--- src/rtl/isp_pkg.sv ---
// Purpose: constants for the i2c status, prescale and interrupt block
// Assumes: 32-bit AXI4-Lite register bus, one aligned word per register
// Notes:   register map, field positions and reset values live here
//
// Behaviour
// - status read, control two write, same word
// - status bit 5 shows bus busy
// - bit 4 low while interrupt pending, resets high
// - address hit also on broadcast; broadcast only broadcast
// - bit 0 holds last received data bit
// - prescale code 0 divides 32, else n
// - unmask bit gates interrupt output, resets 0
// - raw interrupt flag shown before masking
// - prescaled clock divided by 2^(n+2)+16 is serial clock reference
package isp_pkg;
   localparam int          ADDR_W          = 8;
   localparam int          DATA_W          = 32;
   localparam int          PRS_W           = 5;
   localparam int          SCK_W           = 3;
   localparam int          DIV_W           = 6;
   localparam int          SPAN_W          = 10;
   // register byte offsets
   localparam logic [7:0]  OFS_CTRL_STATUS = 8'h00;
   localparam logic [7:0]  OFS_PRESCALE    = 8'h04;
   localparam logic [7:0]  OFS_UNMASK      = 8'h08;
   localparam logic [7:0]  OFS_RAW_IRQ     = 8'h0C;
   // status and control two bit positions
   localparam int          B_ROLE          = 7;
   localparam int          B_DIR           = 6;
   localparam int          B_BUSY          = 5;
   localparam int          B_PEND          = 4;
   localparam int          B_ARB           = 3;
   localparam int          B_ENABLE        = 3;
   localparam int          B_HIT           = 2;
   localparam int          B_BCAST         = 1;
   localparam int          B_LRB           = 0;
   localparam int          B_IRQ           = 0;
   // reset values
   localparam logic        PEND_RST        = 1'b1;
   localparam logic [4:0]  PRS_RST         = 5'h00;
   localparam logic        UNMASK_RST      = 1'b0;
   // prescale decode
   localparam logic [4:0]  PRS_CODE_32     = 5'h00;
   localparam logic [5:0]  PRS_DIV_32      = 6'h20;
   localparam logic [9:0]  SPAN_BASE       = 10'h010;
   localparam logic [1:0]  SPAN_SHIFT_ADD  = 2'h2;
   // axi responses
   localparam logic [1:0]  RESP_OKAY       = 2'h0;
   localparam logic [1:0]  RESP_SLVERR     = 2'h2;
endpackage

--- src/rtl/isp_reg_if.sv ---
// Purpose: register access carrier between the bus slave and the register file
// Assumes: one write strobe and one read lookup per transfer
// Notes:   read data is combinational from the address
`timescale 1ns/1ns
interface isp_reg_if;
   import isp_pkg::*;
   logic              wr_stb;
   logic [ADDR_W-1:0] wr_addr;
   logic [DATA_W-1:0] wr_data;
   logic [3:0]        wr_strb;
   logic              wr_err;
   logic [ADDR_W-1:0] rd_addr;
   logic [DATA_W-1:0] rd_data;
   logic              rd_err;
   modport bus  (output wr_stb, wr_addr, wr_data, wr_strb, rd_addr, input wr_err, rd_data, rd_err);
   modport regs (input wr_stb, wr_addr, wr_data, wr_strb, rd_addr, output wr_err, rd_data, rd_err);
endinterface // isp_reg_if

--- src/rtl/isp_status_top.sv ---
// Purpose: status monitor, prescale select and interrupt gate of the i2c controller
// Assumes: event inputs are one-cycle pulses from the transfer engine
// Notes:   status and control two share one word
`timescale 1ns/1ns
module isp_status_top
   import isp_pkg::*;
(
   input  wire logic                      aclk,
   input  wire logic                      aresetn,
   input  wire logic [isp_pkg::ADDR_W-1:0] s_axi_awaddr,
   input  wire logic                      s_axi_awvalid,
   output      logic                      s_axi_awready,
   input  wire logic [isp_pkg::DATA_W-1:0] s_axi_wdata,
   input  wire logic [3:0]                s_axi_wstrb,
   input  wire logic                      s_axi_wvalid,
   output      logic                      s_axi_wready,
   output      logic [1:0]                s_axi_bresp,
   output      logic                      s_axi_bvalid,
   input  wire logic                      s_axi_bready,
   input  wire logic [isp_pkg::ADDR_W-1:0] s_axi_araddr,
   input  wire logic                      s_axi_arvalid,
   output      logic                      s_axi_arready,
   output      logic [isp_pkg::DATA_W-1:0] s_axi_rdata,
   output      logic [1:0]                s_axi_rresp,
   output      logic                      s_axi_rvalid,
   input  wire logic                      s_axi_rready,
   input  wire logic                      start_seen,
   input  wire logic                      stop_seen,
   input  wire logic                      xfer_irq_event,
   input  wire logic                      arb_lost_event,
   input  wire logic                      addr_match_event,
   input  wire logic                      gen_call_event,
   input  wire logic                      rx_bit_strobe,
   input  wire logic                      rx_bit,
   input  wire logic [isp_pkg::SCK_W-1:0] sck_select,
   output      logic                      controller_role,
   output      logic                      direction_transmit,
   output      logic                      bus_busy,
   output      logic                      start_request,
   output      logic                      stop_request,
   output      logic                      i2c_enable,
   output      logic                      prescale_tick,
   output      logic                      scl_ref_tick,
   output      logic                      serial_irq_out
);
   isp_reg_if rif ();

   logic             pend_n;
   logic             arbitration_lost_flag;
   logic             own_address_hit;
   logic             broadcast_call_seen;
   logic             last_rx_bit_value;
   logic [PRS_W-1:0] prs_code;
   logic             irq_unmask;
   logic             raw_irq_flag;
   logic             next_role;
   logic             next_dir;
   logic             next_busy;
   logic             next_pend_n;
   logic             next_arb;
   logic             next_hit;
   logic             next_bcast;
   logic             next_lrb;
   logic [PRS_W-1:0] next_prs_code;
   logic             next_unmask;
   logic             next_raw;
   logic             next_enable;
   logic             next_start_req;
   logic             next_stop_req;
   logic             wr_ctrl;
   logic             wr_prs;
   logic             wr_unmask;
   logic             wr_raw;
   logic [7:0]       wbyte;
   logic [7:0]       status_byte;

   ////////////////////////////////////////////////////////////////////////////
   // bus slave and prescaler
   isp_axil_slave u_slave
   (
      .aclk    (aclk),
      .aresetn (aresetn),
      .awaddr  (s_axi_awaddr),
      .awvalid (s_axi_awvalid),
      .awready (s_axi_awready),
      .wdata   (s_axi_wdata),
      .wstrb   (s_axi_wstrb),
      .wvalid  (s_axi_wvalid),
      .wready  (s_axi_wready),
      .bresp   (s_axi_bresp),
      .bvalid  (s_axi_bvalid),
      .bready  (s_axi_bready),
      .araddr  (s_axi_araddr),
      .arvalid (s_axi_arvalid),
      .arready (s_axi_arready),
      .rdata   (s_axi_rdata),
      .rresp   (s_axi_rresp),
      .rvalid  (s_axi_rvalid),
      .rready  (s_axi_rready),
      .rif     (rif)
   );

   isp_prescaler u_prescaler
   (
      .aclk          (aclk),
      .aresetn       (aresetn),
      .prs_code      (prs_code),
      .sck_select    (sck_select),
      .prescale_tick (prescale_tick),
      .scl_ref_tick  (scl_ref_tick)
   );

   ////////////////////////////////////////////////////////////////////////////
   // address decode, only the low byte lane carries fields
   assign wbyte     = rif.wr_data[7:0];
   assign wr_ctrl   = rif.wr_stb && rif.wr_strb[0] && (rif.wr_addr == OFS_CTRL_STATUS);
   assign wr_prs    = rif.wr_stb && rif.wr_strb[0] && (rif.wr_addr == OFS_PRESCALE);
   assign wr_unmask = rif.wr_stb && rif.wr_strb[0] && (rif.wr_addr == OFS_UNMASK);
   assign wr_raw    = rif.wr_stb && rif.wr_strb[0] && (rif.wr_addr == OFS_RAW_IRQ);
   assign rif.wr_err = !((rif.wr_addr == OFS_CTRL_STATUS) || (rif.wr_addr == OFS_PRESCALE) ||
                         (rif.wr_addr == OFS_UNMASK) || (rif.wr_addr == OFS_RAW_IRQ));

   always_comb
   begin
      status_byte = '0;
      status_byte[B_ROLE]  = controller_role;
      status_byte[B_DIR]   = direction_transmit;
      status_byte[B_BUSY]  = bus_busy;
      status_byte[B_PEND]  = pend_n;
      status_byte[B_ARB]   = arbitration_lost_flag;
      status_byte[B_HIT]   = own_address_hit;
      status_byte[B_BCAST] = broadcast_call_seen;
      status_byte[B_LRB]   = last_rx_bit_value;
   end

   ////////////////////////////////////////////////////////////////////////////
   // read mux, upper bits read zero
   always_comb
   begin
      rif.rd_data = '0;
      rif.rd_err  = 1'b0;
      unique case (rif.rd_addr)
         OFS_CTRL_STATUS : rif.rd_data[7:0]   = status_byte;
         OFS_PRESCALE    : rif.rd_data[PRS_W-1:0] = prs_code;
         OFS_UNMASK      : rif.rd_data[B_IRQ] = irq_unmask;
         OFS_RAW_IRQ     : rif.rd_data[B_IRQ] = raw_irq_flag;
         default         : rif.rd_err = 1'b1;
      endcase
   end

   ////////////////////////////////////////////////////////////////////////////
   // status, control and interrupt state; engine events win over clears
   always_comb
   begin
      next_role      = controller_role;
      next_dir       = direction_transmit;
      next_busy      = bus_busy;
      next_pend_n    = pend_n;
      next_arb       = arbitration_lost_flag;
      next_hit       = own_address_hit;
      next_bcast     = broadcast_call_seen;
      next_lrb       = last_rx_bit_value;
      next_prs_code  = prs_code;
      next_unmask    = irq_unmask;
      next_raw       = raw_irq_flag;
      next_enable    = i2c_enable;
      next_start_req = 1'b0;
      next_stop_req  = 1'b0;
      if (wr_ctrl)
      begin
         next_role   = wbyte[B_ROLE];
         next_dir    = wbyte[B_DIR];
         next_enable = wbyte[B_ENABLE];
         if (wbyte[B_BUSY])
            next_start_req = 1'b1;
         else
            next_stop_req = 1'b1;
         if (wbyte[B_PEND])
         begin
            next_pend_n = 1'b1;
            next_arb    = 1'b0;
            next_hit    = 1'b0;
            next_bcast  = 1'b0;
         end
      end
      if (wr_prs)
         next_prs_code = wbyte[PRS_W-1:0];
      if (wr_unmask)
         next_unmask = wbyte[B_IRQ];
      if (wr_raw && wbyte[B_IRQ])
         next_raw = 1'b0;
      if (start_seen)
         next_busy = 1'b1;
      else if (stop_seen)
         next_busy = 1'b0;
      if (xfer_irq_event)
      begin
         next_pend_n = 1'b0;
         next_raw    = 1'b1;
      end
      if (arb_lost_event && controller_role)
      begin
         next_arb  = 1'b1;
         next_role = 1'b0;
      end
      if (addr_match_event || gen_call_event)
         next_hit = 1'b1;
      if (gen_call_event)
         next_bcast = 1'b1;
      if (rx_bit_strobe)
         next_lrb = rx_bit;
   end

   always_ff @(posedge aclk)
   begin
      if (!aresetn)
      begin
         controller_role       <= 1'b0;
         direction_transmit    <= 1'b0;
         bus_busy              <= 1'b0;
         pend_n                <= PEND_RST;
         arbitration_lost_flag <= 1'b0;
         own_address_hit       <= 1'b0;
         broadcast_call_seen   <= 1'b0;
         last_rx_bit_value     <= 1'b0;
         prs_code              <= PRS_RST;
         irq_unmask            <= UNMASK_RST;
         raw_irq_flag          <= 1'b0;
         i2c_enable            <= 1'b0;
         start_request         <= 1'b0;
         stop_request          <= 1'b0;
      end
      else
      begin
         controller_role       <= next_role;
         direction_transmit    <= next_dir;
         bus_busy              <= next_busy;
         pend_n                <= next_pend_n;
         arbitration_lost_flag <= next_arb;
         own_address_hit       <= next_hit;
         broadcast_call_seen   <= next_bcast;
         last_rx_bit_value     <= next_lrb;
         prs_code              <= next_prs_code;
         irq_unmask            <= next_unmask;
         raw_irq_flag          <= next_raw;
         i2c_enable            <= next_enable;
         start_request         <= next_start_req;
         stop_request          <= next_stop_req;
      end
   end

   ////////////////////////////////////////////////////////////////////////////
   // interrupt output
   assign serial_irq_out = raw_irq_flag && irq_unmask;
endmodule // isp_status_top

--- src/rtl/isp_axil_slave.sv ---
// Purpose: AXI4-Lite slave front end
// Assumes: one write and one read under way at most
// Notes:   address and data taken in either order
`timescale 1ns/1ns
module isp_axil_slave
   import isp_pkg::*;
(
   input  wire logic                      aclk,
   input  wire logic                      aresetn,
   input  wire logic [isp_pkg::ADDR_W-1:0] awaddr,
   input  wire logic                      awvalid,
   output      logic                      awready,
   input  wire logic [isp_pkg::DATA_W-1:0] wdata,
   input  wire logic [3:0]                wstrb,
   input  wire logic                      wvalid,
   output      logic                      wready,
   output      logic [1:0]                bresp,
   output      logic                      bvalid,
   input  wire logic                      bready,
   input  wire logic [isp_pkg::ADDR_W-1:0] araddr,
   input  wire logic                      arvalid,
   output      logic                      arready,
   output      logic [isp_pkg::DATA_W-1:0] rdata,
   output      logic [1:0]                rresp,
   output      logic                      rvalid,
   input  wire logic                      rready,
   isp_reg_if.bus                         rif
);
   logic              aw_held;
   logic              w_held;
   logic [ADDR_W-1:0] aw_q;
   logic [DATA_W-1:0] w_q;
   logic [3:0]        s_q;
   logic              next_aw_held;
   logic              next_w_held;
   logic [ADDR_W-1:0] next_aw_q;
   logic [DATA_W-1:0] next_w_q;
   logic [3:0]        next_s_q;
   logic [1:0]        next_bresp;
   logic              next_bvalid;
   logic [DATA_W-1:0] next_rdata;
   logic [1:0]        next_rresp;
   logic              next_rvalid;

   ////////////////////////////////////////////////////////////////////////////
   // handshakes and register access
   assign awready     = !aw_held && !bvalid;
   assign wready      = !w_held && !bvalid;
   assign arready     = !rvalid;
   assign rif.wr_stb  = aw_held && w_held && !bvalid;
   assign rif.wr_addr = aw_q;
   assign rif.wr_data = w_q;
   assign rif.wr_strb = s_q;
   assign rif.rd_addr = araddr;

   ////////////////////////////////////////////////////////////////////////////
   // write and read channel state
   always_comb
   begin
      next_aw_held = aw_held;
      next_w_held  = w_held;
      next_aw_q    = aw_q;
      next_w_q     = w_q;
      next_s_q     = s_q;
      next_bresp   = bresp;
      next_bvalid  = bvalid;
      next_rdata   = rdata;
      next_rresp   = rresp;
      next_rvalid  = rvalid;
      if (awvalid && awready)
      begin
         next_aw_held = 1'b1;
         next_aw_q    = awaddr;
      end
      if (wvalid && wready)
      begin
         next_w_held = 1'b1;
         next_w_q    = wdata;
         next_s_q    = wstrb;
      end
      if (rif.wr_stb)
      begin
         next_aw_held = 1'b0;
         next_w_held  = 1'b0;
         next_bvalid  = 1'b1;
         next_bresp   = rif.wr_err ? RESP_SLVERR : RESP_OKAY;
      end
      else if (bvalid && bready)
         next_bvalid = 1'b0;
      if (arvalid && arready)
      begin
         next_rvalid = 1'b1;
         next_rdata  = rif.rd_data;
         next_rresp  = rif.rd_err ? RESP_SLVERR : RESP_OKAY;
      end
      else if (rvalid && rready)
         next_rvalid = 1'b0;
   end

   always_ff @(posedge aclk)
   begin
      if (!aresetn)
      begin
         aw_held <= 1'b0;
         w_held  <= 1'b0;
         aw_q    <= '0;
         w_q     <= '0;
         s_q     <= '0;
         bresp   <= RESP_OKAY;
         bvalid  <= 1'b0;
         rdata   <= '0;
         rresp   <= RESP_OKAY;
         rvalid  <= 1'b0;
      end
      else
      begin
         aw_held <= next_aw_held;
         w_held  <= next_w_held;
         aw_q    <= next_aw_q;
         w_q     <= next_w_q;
         s_q     <= next_s_q;
         bresp   <= next_bresp;
         bvalid  <= next_bvalid;
         rdata   <= next_rdata;
         rresp   <= next_rresp;
         rvalid  <= next_rvalid;
      end
   end
endmodule // isp_axil_slave

--- src/rtl/isp_prescaler.sv ---
// Purpose: prescaler tick and serial clock reference tick
// Assumes: code and select held steady during a transfer
// Notes:   scl reference period is p * (2^(n+2)+16) system clocks
`timescale 1ns/1ns
module isp_prescaler
   import isp_pkg::*;
(
   input  wire logic                     aclk,
   input  wire logic                     aresetn,
   input  wire logic [isp_pkg::PRS_W-1:0] prs_code,
   input  wire logic [isp_pkg::SCK_W-1:0] sck_select,
   output      logic                     prescale_tick,
   output      logic                     scl_ref_tick
);
   logic [DIV_W-1:0]  prs_cnt;
   logic [SPAN_W-1:0] span_cnt;
   logic [DIV_W-1:0]  next_prs_cnt;
   logic [SPAN_W-1:0] next_span_cnt;
   logic              next_prescale_tick;
   logic              next_scl_ref_tick;

   // code 0 means 32, any other code n means n
   function automatic logic [DIV_W-1:0] prs_divisor(input logic [PRS_W-1:0] code);
      prs_divisor = (code == PRS_CODE_32) ? PRS_DIV_32 : {1'b0, code};
   endfunction

   function automatic logic [SPAN_W-1:0] sck_span(input logic [SCK_W-1:0] n);
      sck_span = (SPAN_W'(1) << ({1'b0, n} + {2'b00, SPAN_SHIFT_ADD})) + SPAN_BASE;
   endfunction

   ////////////////////////////////////////////////////////////////////////////
   // two stage divider
   always_comb
   begin
      next_prs_cnt       = prs_cnt + DIV_W'(1);
      next_span_cnt      = span_cnt;
      next_prescale_tick = 1'b0;
      next_scl_ref_tick  = 1'b0;
      if (next_prs_cnt >= prs_divisor(prs_code))
      begin
         next_prs_cnt       = '0;
         next_prescale_tick = 1'b1;
         next_span_cnt      = span_cnt + SPAN_W'(1);
         if (next_span_cnt >= sck_span(sck_select))
         begin
            next_span_cnt     = '0;
            next_scl_ref_tick = 1'b1;
         end
      end
   end

   always_ff @(posedge aclk)
   begin
      if (!aresetn)
      begin
         prs_cnt       <= '0;
         span_cnt      <= '0;
         prescale_tick <= 1'b0;
         scl_ref_tick  <= 1'b0;
      end
      else
      begin
         prs_cnt       <= next_prs_cnt;
         span_cnt      <= next_span_cnt;
         prescale_tick <= next_prescale_tick;
         scl_ref_tick  <= next_scl_ref_tick;
      end
   end
endmodule // isp_prescaler

--- config.mk ---
export PLATFORM = sky130hd
export DESIGN_NAME = isp_status_top
export DESIGN_NICKNAME = d
export VERILOG_FILES = /design/src/rtl/isp_pkg.sv /design/src/rtl/isp_reg_if.sv /design/src/rtl/isp_status_top.sv /design/src/rtl/isp_axil_slave.sv /design/src/rtl/isp_prescaler.sv
export SDC_FILE = /design/constraint.sdc
export NUM_CORES = 1
export LEC_CHECK = 0
export ABC_CLOCK_PERIOD_IN_PS = 8350
export BUFFER_PORTS_ARGS = -buffer_cell sky130_fd_sc_hd__buf_4
export CAP_MARGIN = 30
export CORE_MARGIN = 2
export CORE_UTILIZATION = 40
export DETAILED_ROUTE_END_ITERATION = 7
export PLACE_DENSITY = 0.78
export SETUP_SLACK_MARGIN = 0.5
export SYNTH_ARGS = -nofsm -noshare
export SYNTH_HDL_FRONTEND = slang
export SYNTH_SLANG_ARGS = --single-unit
--- constraint.sdc ---
create_clock -name aclk -period 8.35 [get_ports aclk]
set_clock_uncertainty 0.15 [all_clocks]
set_input_delay 0.835 -clock aclk [delete_from_list [all_inputs] [get_ports aclk]]
set_output_delay 0.835 -clock aclk [all_outputs]
set_load 0.02 [all_outputs]
==> results of run 1 <==
-- synthesized netlist by cell type (7+ instances only) --
master,n
nand3_1,9
clkbuf_1,15
inv_1,17
xnor2_1,7
mux2i_1,11
dfxtp_1,67
and3_1,9
nor2_1,34
a21oi_1,29
nand2_1,53
buf_4,26
ha_1,20
a22oi_1,8
-- report_power, final --
group	leakage [uW]	internal [uW]	switching, uW
Sequential	0.000546	332	11.4
Clock	0.0000998	140	130
Combinational	0.00116	36.9	51.8
-- flip-flops by register name (all words and copies together), names as in the netlist, 5 cells and up --
register	cells
prs_code	5
u_slave.rdata	8
u_slave.rif.wr_addr	8
u_prescaler.prs_cnt	6
u_slave.rif.wr_data	8
u_prescaler.span_cnt	10
-- critical path: stages --
cell,delay [ps]
buf_4,140
ha_1,350
nor2b_1,190
and3b_1,200
ha_1,270
nand2b_1,90
a21oi_1,70
o41a_1,420
and2_0,290
a32o_1,300
-- cell type report --
cell class,instances,area (sq um),area share
Inverter,18,67.6,0.0168
Multi-Input combinational cell,281,1770,0.441
Clock inverter,7,77.6,0.0193
Tap cell,105,131,0.0327
Clock buffer,9,124,0.0309
Sequential cell,67,1340,0.334
Timing Repair Buffer,67,500,0.125
-- metal layers --
layer  vias up  part of all wire  GRT usage  wire length (um)
li1       1400                 -          -                 -
met1      1276              0.44      0.186              3060
met2        56              0.50      0.262              3470
met3        14             0.039     0.0324               274
met4         0             0.024     0.0905               170
met5         -                 0          0                 0
-- through the flow --
stage | instances | utilization | setup WS, ps | total power (uW) | hold slack, ps
global placement | 537 | 0.466 | 5010 | 435 | 282
detailed placement | 537 | 0.466 | 4930 | 439 | 279
finish | 554 | 0.491 | 5280 | 702 | 288
global route | 554 | 0.491 | 5070 | 731 | 307
CTS | 553 | 0.490 | 5000 | 709 | 290
floorplan | 408 | - | 5260 | 416 | 253
-- path summary, 6_finish.rpt --
check | slack, ps | start | cells after the start | to
worst min-delay path | 290 | u_slave.rif.wr_data[5] | 1 | stop_request
worst max-delay path | 5280 | sck_select[1] | 10 | u_prescaler.span_cnt[8]
worst min register to register | 290 | u_slave.rif.wr_data[5] | 1 | stop_request
worst max register to register | 5340 | u_prescaler.span_cnt[0] | 10 | u_prescaler.span_cnt[8]
-- logic make-up after synthesis --
family | count (synthesis) | synth area share
compound gates | 65 | 0.126
simple gates | 142 | 0.214
other cells | 1 | 0.00112
flops | 67 | 0.401
fa+ha+maj | 20 | 0.0747
mux | 16 | 0.0531
xor+xnor | 12 | 0.0314
buf+inv | 60 | 0.0987
==> results.txt, run 1 <==
Outcome: finished clean
Initial core utilization: 0.410
Hold Buf Count CTS: 0
Register bit total from synthesis: 67
Post-layout nets: 534
Reg clk slew, reported paths: 70 ps
First-pass GRT wire length: 11,100 um
PostCTS Resize Cnt: 0
Max cap viols: 0
Final Instance Area: 4010 sq um
CP Capture Type: flip-flop
Gr usage total: 0.157
CP Max Fanout: 9
Pin count of the biggest net entering global routing: 46
Synth area leader: dfxtp_1
Core area: 8180 sq um
Pleak: 0.00181 uW
Htree depth: 3
# Post-CTS Setup Buffers: 0
Worst min-delay path class: reg2reg
Leading cell type in the layout, fill and taps excluded: dfxtp_1
CTS sink cnt: 67
Setup Total Neg Slack: 0 ps
FP Rows: 33
Max Fclk: 0.325 GHz
Peak VDD IR: 0.127 mV
# port buffers: 66
Clock Latency Late Sink: 350 ps
CTS root buf: clkbuf_8
Vias: 2,746
Yosys warns: 0
RSZ-0062 raised after global routing: no
Final ANT Viol Nets: 0
Final Hold Vio Count: 0
Initial DRT Pass Iterations: 4
Relative slew slack: 0.513
Post-synthesis sequential area ratio: 0.401
Power per cell area: 175 nW/um^2
DIE WIDTH: 95.5 um
Post-DP HPWL: 5270 um
Layout fillers: 811
Synth top area cells: dfxtp_1 (40%), ha_1 (7.5%), nand2_1 (5.9%)
Syn avg cell area: 8.74 sq um
Share of the synthesized area in the top cell type: 0.401
WL final: 6970 um
CP Launch Type: input pin
Setup violators final: 0
Wire per inst: 12.6 um
Drt drc: 0
Synth-to-layout area growth: 19.8%
RePlAce Congestion: 0.772
Final period util: 0.368
Initial antenna violation count: 0
I/O pin count: 120
Post-DP Area: 3810 sq um
Mapped Cells: 383
Die Y: 95.5 um
Unique masters post-synth: 49
Commonest non-fill, non-tap cells in the layout: dfxtp_1 (67), buf_4 (66), nand2_1 (53), nor2_1 (34), a21oi_1 (29)
Vias in the first global route: 2,557
Antenna Cells: 0
Gr ovfl total: 0
Initial DRC count: 90
Critical path arrival: 3160 ps
Cell area after synthesis: 3350 sq um
Via/cell ratio: 4.96
Layout cells sized above 1: 0.209
Worst setup path category: in2reg
TritonCTS Buffers: 9
FFs w/ async S/R, synth: 0
Clock Path Buffers: 2
Worst-margin pin slew: 729 ps
Min Tclk post-route: 3070 ps
Die area: 9120 sq um
Worst EP required: 8430 ps
CTS tree: built
Primary FF master, synth: dfxtp_1
Number of flops mapped to enable cells by yosys: 0
Final Max Slew Viols: 0
(Power assumes the default switching activity.)
==> run 2: changes to the inputs <==
- ABC_CLOCK_PERIOD_IN_PS: 8350 -> 2700
- PLACE_DENSITY: 0.78 -> 0.8
- clock period: 8.35 -> 2.7 ns (I/O delays scaled with it)
==> results.txt, run 2 (synthesis gave the netlist of run 1 again) <==
Outcome: finished clean
Final period util: 0.938
Final Hold Vio Count: 0 (unchanged)
Seq pwr share: 0.443 (-0.046)
CP bufs+invs: 1 (unchanged)
Met3 WL post-DR: 302 um (+10%)
TritonCTS Buffers: 9 (unchanged)
Placed cell count: 543 (+1.1%)
Met2 Wirelength: 3710 um (+7.1%)
CP Launch Type: flip-flop
Final ANT Viol Nets: 0 (unchanged)
Crit path max-delay family: compound AO/OA/AOI/OAI gates
Initial DRT Pass Iterations: 5 (+1)
Placement Setup Slack: 32.9 ps (-4900 ps)
Vias in the first global route: 2,510 (-1.8%)
Leading cell type in the layout, fill and taps excluded: buf_4
Power per cell area: 542 nW/um^2 (+210%)
Antenna Cells: 0 (unchanged)
Number of flip-flops under the largest register name: 10 (unchanged)
Wire per inst: 13.0 um (+3.1%)
Synth-to-layout area growth: 32.2%
Via/cell ratio: 4.90 (-1.2%)
Clock Latency Late Sink: 350 ps (about the same)
First-pass GRT wire length: 11,600 um (+4.8%)
Peak VDD IR: 0.301 mV (+140%)
Vias: 2,806 (+2.2%)
Die Y: 95.5 um (unchanged)
Initial antenna violation count: 0 (unchanged)
Max Fclk: 0.395 GHz
# port buffers: 66 (unchanged)
Worst setup path category: reg2reg
Final Max Slew Viols: 0 (unchanged)
Pleak: 0.00195 uW (+7.7%)
Initial DRC count: 131 (+46%)
CP Max Fanout: 5 (-4)
Critical path arrival: 2650 ps (-510 ps)
Gr ovfl total: 0 (unchanged)
Max cap viols: 0 (unchanged)
CTS root buf: clkbuf_8
Int Pwr: 1800 uW (+250%)
Setup violators final: 0 (unchanged)
Worst min-delay path class: in2reg
Critical path's slowest cell: dfxtp_4
Metal-1 WL: 3260 um (+6.3%)
FP Rows: 33 (unchanged)
Largest register by flop count: u_prescaler.span_cnt
Die area: 9120 sq um (unchanged)
Gr usage total: 0.165 (+0.00821)
CTS sink cnt: 67 (unchanged)
WL final: 7430 um (+6.6%)
RSZ-0062 raised after global routing: yes
Htree depth: 3 (unchanged)
Switching Share: 0.249 (-0.0265)
DIE WIDTH: 95.5 um (unchanged)
Initial core utilization: 0.410 (unchanged)
Core area: 8180 sq um (unchanged)
Final Non-Filler Cells: 573 (+3.4%)
Layout cells sized above 1: 0.308 (+0.0983)
Max layer used: met4
Min Tclk post-route: 2530 ps
Clock power share: 0.429 (+0.044)
Post-layout nets: 553 (+3.6%)
PnR worst setup slack: 167 ps (-5110 ps)
I/O pin count: 120 (unchanged)
Post-DP HPWL: 5200 um (-1.3%)
CTS tree: built
Layout Utilization: 0.541 (+0.0505)
RePlAce Congestion: 0.805 (+4.3%)
Sw Pwr: 598 uW (+210%)
Worst EP required: 2820 ps (-5610 ps)
Setup Total Neg Slack: 0 ps (unchanged)
Pin count of the biggest net entering global routing: 45 (-2.2%)
CP Cell Sequence: and3_4 -> nand3_4 -> nor2_4 -> xor2_2 -> ha_1 -> a211o_1 -> a21oi_2 -> o41a_1 -> buf_6 -> nand4b_1 -> o2bb2ai_2
CP peak stage delay: 380 ps (-40 ps)
Reg clk slew, reported paths: 70 ps (about the same)
Logic pwr share: 0.129 (+0.003)
CP Capture Type: flip-flop
Commonest non-fill, non-tap cells in the layout: buf_4 (80), dfxtp_1 (59), nand2_1 (52), nor2_1 (31), a21oi_1 (28)
Clock Path Buffers: 2 (unchanged)
Drt drc: 0 (unchanged)
==> run 2: cell types whose count changed in the layout (fill, tap and decap cells not counted), sizes merged <==
cell,before,now
buf,67,83
bufinv,1,3
clkbuf,9,10
clkinv,4,1
dlygate4sd3,0,3
==> run 2: final timing paths <==
kind,from,to,slack (ps),cells past startpoint
max,u_prescaler.span_cnt[0],u_prescaler.span_cnt[1],170,11
min,gen_call_event,own_address_hit,20,2
max reg2reg,u_prescaler.span_cnt[0],u_prescaler.span_cnt[1],170,11
min reg2reg,u_slave.rif.wr_data[5],stop_request,270,1
==> run 2: repair_timing <==
item	in CTS	in global routing
pin swaps	10	14
setup endpoints to repair	18	18
endpoints found under the hold margin	3	0
gates cloned	0	0
gates resized for setup	27	13
hold buffers	3	0
buffers inserted	7	4
==> run 2: per-layer routing <==
metal  up-vias  global-route usage
met1      1292               0.211
met5         -                   0
met4         0              0.0774
met3        13              0.0364
met2        64               0.265
li1       1437                   -
==> run 2: power groups by stage <==
stage          clock (uW)  sequential, uW  combinational [uW]
2_1_floorplan           0            1080                 215
6_report             1030            1060                 308
3_5_place_dp            0            1080                 284
5_1_grt              1090            1070                 342
4_1_cts              1040            1060                 298
3_3_place_gp            0            1080                 277
==> run 2: cell type report <==
| cell class | count | area, sq um |
|---|---|---|
| multi-input cells | 281 | 1950 |
| fillers | 711 | 3750 |
| inverters | 18 | 67.6 |
| clock buffers | 10 | 138 |
| clock inverters | 6 | 111 |
| flip-flops and latches | 67 | 1360 |
| well taps | 105 | 131 |
| repair buffers | 86 | 664 |
==> run 2: worst register-to-register path, delay by kind of cell (launching register included) <==
family	cells	cell delay, ps
DFF	1	380
AOI/OAI and AO/OA	4	760
buffers and inverters	1	130
and+or+nand+nor	4	580
xor gates and xnor gates	1	180
adders and majority gates	1	280
==> run 2: per-stage QoR <==
step	hold WS (ps)	power [uW]	instance area, sq um
floorplan	232	1290	3480
global placement	269	1360	3890
detailed placement	274	1360	3890
CTS	2.65	2400	4340
global route	10.6	2490	4430
finish	15.3	2400	4430
==> run 3: changes to the inputs <==
- RECOVER_POWER: not set -> 100
- SETUP_SLACK_MARGIN: 0.5 -> 0.02
- SLEW_MARGIN: not set -> 0
==> results.txt, run 3 (synthesis gave the netlist of run 1 again) <==
WL final: 7460 um (+0.40%)
I/O pin count: 120 (unchanged)
Vias: 2,831 (+0.89%)
Final Max Slew Viols: 0 (unchanged)
FP Rows: 33 (unchanged)
Htree depth: 3 (unchanged)
WHS Path Cells: 3 (+1)
Antenna Cells: 0 (unchanged)
Layout cells sized above 1: 0.192 (-0.115)
CP Max Fanout: 6 (+1)
CTS tree: built
CTS sink cnt: 67 (unchanged)
Switching Share: 0.253 (+0.00334)
Initial DRT Pass Iterations: 4 (-1)
DIE WIDTH: 95.5 um (unchanged)
Int Pwr: 1690 uW (-6.0%)
Number of flip-flops under the largest register name: 10 (unchanged)
Worst-margin pin slew: 515 ps
Clock Path Buffers: 2 (unchanged)
Max cap viols: 0 (unchanged)
Wire per inst: 13.0 um (+0.40%)
Hold path endpoint: u_slave.rif.wr_addr[5]
Initial antenna violation count: 0 (unchanged)
Peak VDD IR: 0.520 mV (+73%)
Min Tclk post-route: 2580 ps (+50.7 ps)
Via/cell ratio: 4.94 (+0.89%)
Final Non-Filler Cells: 573 (unchanged)
Core area: 8180 sq um (unchanged)
Pleak: 0.00182 uW (-6.5%)
PnR worst setup slack: 116 ps (-50.7 ps)
Final ANT Viol Nets: 0 (unchanged)
CP Launch Type: flip-flop
Worst R2R End: u_prescaler.span_cnt[2]
Worst EP required: 2820 ps (about the same)
Max Fclk: 0.387 GHz (-2.0%)
Logic pwr share: 0.127 (-0.002)
Drt drc: 0 (unchanged)
Worst setup path category: reg2reg
Synth-to-layout area growth: 23.4%
RePlAce Congestion: 0.836 (+3.9%)
Commonest non-fill, non-tap cells in the layout: dfxtp_1 (65), buf_4 (56), nand2_1 (53), nor2_1 (33), a21oi_1 (28)
Final period util: 0.957 (+0.0188)
Sw Pwr: 572 uW (-4.3%)
Leading cell type in the layout, fill and taps excluded: dfxtp_1
Gr ovfl total: 0 (unchanged)
Final Instance Area: 4130 sq um (-6.6%)
Post-DP HPWL: 5510 um (+5.9%)
First-pass GRT wire length: 12,000 um (+2.9%)
TritonCTS Buffers: 9 (unchanged)
CTS root buf: clkbuf_8
Clock power share: 0.405 (-0.024)
Initial core utilization: 0.410 (unchanged)
R2r worst-path depth: 11 (unchanged)
# port buffers: 66 (unchanged)
Clock Latency Late Sink: 340 ps (about the same)
Vias in the first global route: 2,754 (+9.7%)
Hold path start: s_axi_awaddr[5]
Seq pwr share: 0.468 (+0.025)
Die area: 9120 sq um (unchanged)
Layout Utilization: 0.506 (-0.0358)
Outcome: finished clean
Placed cell count: 549 (+1.1%)
Gr usage total: 0.168 (+0.00296)
Final Hold Vio Count: 0 (unchanged)
Relative slew slack: 0.656
Setup violators final: 0 (unchanged)
Setup slack, reg-to-reg: 120 ps (-50 ps)
Reg clk slew, reported paths: 70 ps (about the same)
Reg-to-Reg Start: u_prescaler.span_cnt[0]
Placement Setup Slack: -60.1 ps (-93.0 ps)
CP Capture Type: flip-flop
Largest register by flop count: u_prescaler.span_cnt
Initial DRC count: 125 (-4.6%)
Post-DP Area: 3900 sq um (+0.19%)
Pin count of the biggest net entering global routing: 45 (unchanged)
Die Y: 95.5 um (unchanged)
Post-layout nets: 553 (unchanged)
Critical path arrival: 2700 ps (+50 ps)
Power per cell area: 548 nW/um^2 (+1.1%)
Worst min-delay path class: in2reg
==> run 3: repair_timing <==
action,in CTS,in global routing
resized for setup,4,10
hold buffers,4,0
hold endpoints to repair,3,0
setup buffers,2,2
endpoints found under the setup margin,7,11
pin swaps,1,5
==> run 3: critical path, stage by stage, from the launching register on <==
cell      delay (ps)
dfxtp_2          360
and3_4           190
nand3_4          100
nor2_2           140
xor2_1           210
ha_1             280
a211o_1          280
a21oi_2          160
o41a_1           220
buf_6            140
nand4b_1          90
a31oi_1          170
==> run 3: cell type report <==
| cell class | instances | area, sq um |
|---|---|---|
| clock inverters | 4 | 73.8 |
| inverters | 18 | 67.6 |
| well taps | 105 | 131 |
| flip-flops and latches | 67 | 1340 |
| repair buffers | 86 | 569 |
| fillers | 803 | 4040 |
| multi-input cells | 281 | 1800 |
| clock buffers | 12 | 145 |
==> run 3: worst max path at each step <==
stage | from | endpoint | slack [ps] | depth (start not counted)
after global routing | u_prescaler.span_cnt[0] | u_prescaler.span_cnt[0] | -2 | 11
after CTS | u_prescaler.span_cnt[1] | u_prescaler.span_cnt[2] | 20 | 11
after global placement | u_prescaler.span_cnt[0] | u_prescaler.span_cnt[4] | 20 | 9
after floorplan | u_prescaler.span_cnt[0] | u_prescaler.span_cnt[3] | 30 | 10
final | u_prescaler.span_cnt[0] | u_prescaler.span_cnt[2] | 120 | 11
after detailed placement | u_prescaler.span_cnt[0] | u_prescaler.span_cnt[4] | -60 | 9
==> run 3: metal layers <==
layer / track usage / up-vias / share of wire / routed length (um)
met5: 0 / - / 0 / 0
met2: 0.296 / 70 / 0.51 / 3830
li1: - / 1429 / - / -
met1: 0.192 / 1323 / 0.43 / 3210
met3: 0.0569 / 9 / 0.047 / 347
met4: 0.0500 / 0 / 0.0096 / 72
==> run 3: power groups by stage <==
stage          Clock (uW)  Combinational, uW  Sequential (uW)
3_5_place_dp            0                288             1080
6_report              917                288             1060
3_3_place_gp            0                278             1080
5_1_grt               979                325             1060
4_1_cts               933                295             1060
2_1_floorplan           0                211             1080
==> run 3: per-stage QoR <==
stage | hold slack, ps | TNS, ps | power, uW
2_1_floorplan | 232 | 0 | 1290
3_3_place_gp | 265 | 0 | 1360
3_5_place_dp | 278 | -304 | 1370
4_1_cts | 4.72 | 0 | 2290
5_1_grt | 5.12 | -3.11 | 2370
6_report | 19.3 | 0 | 2260
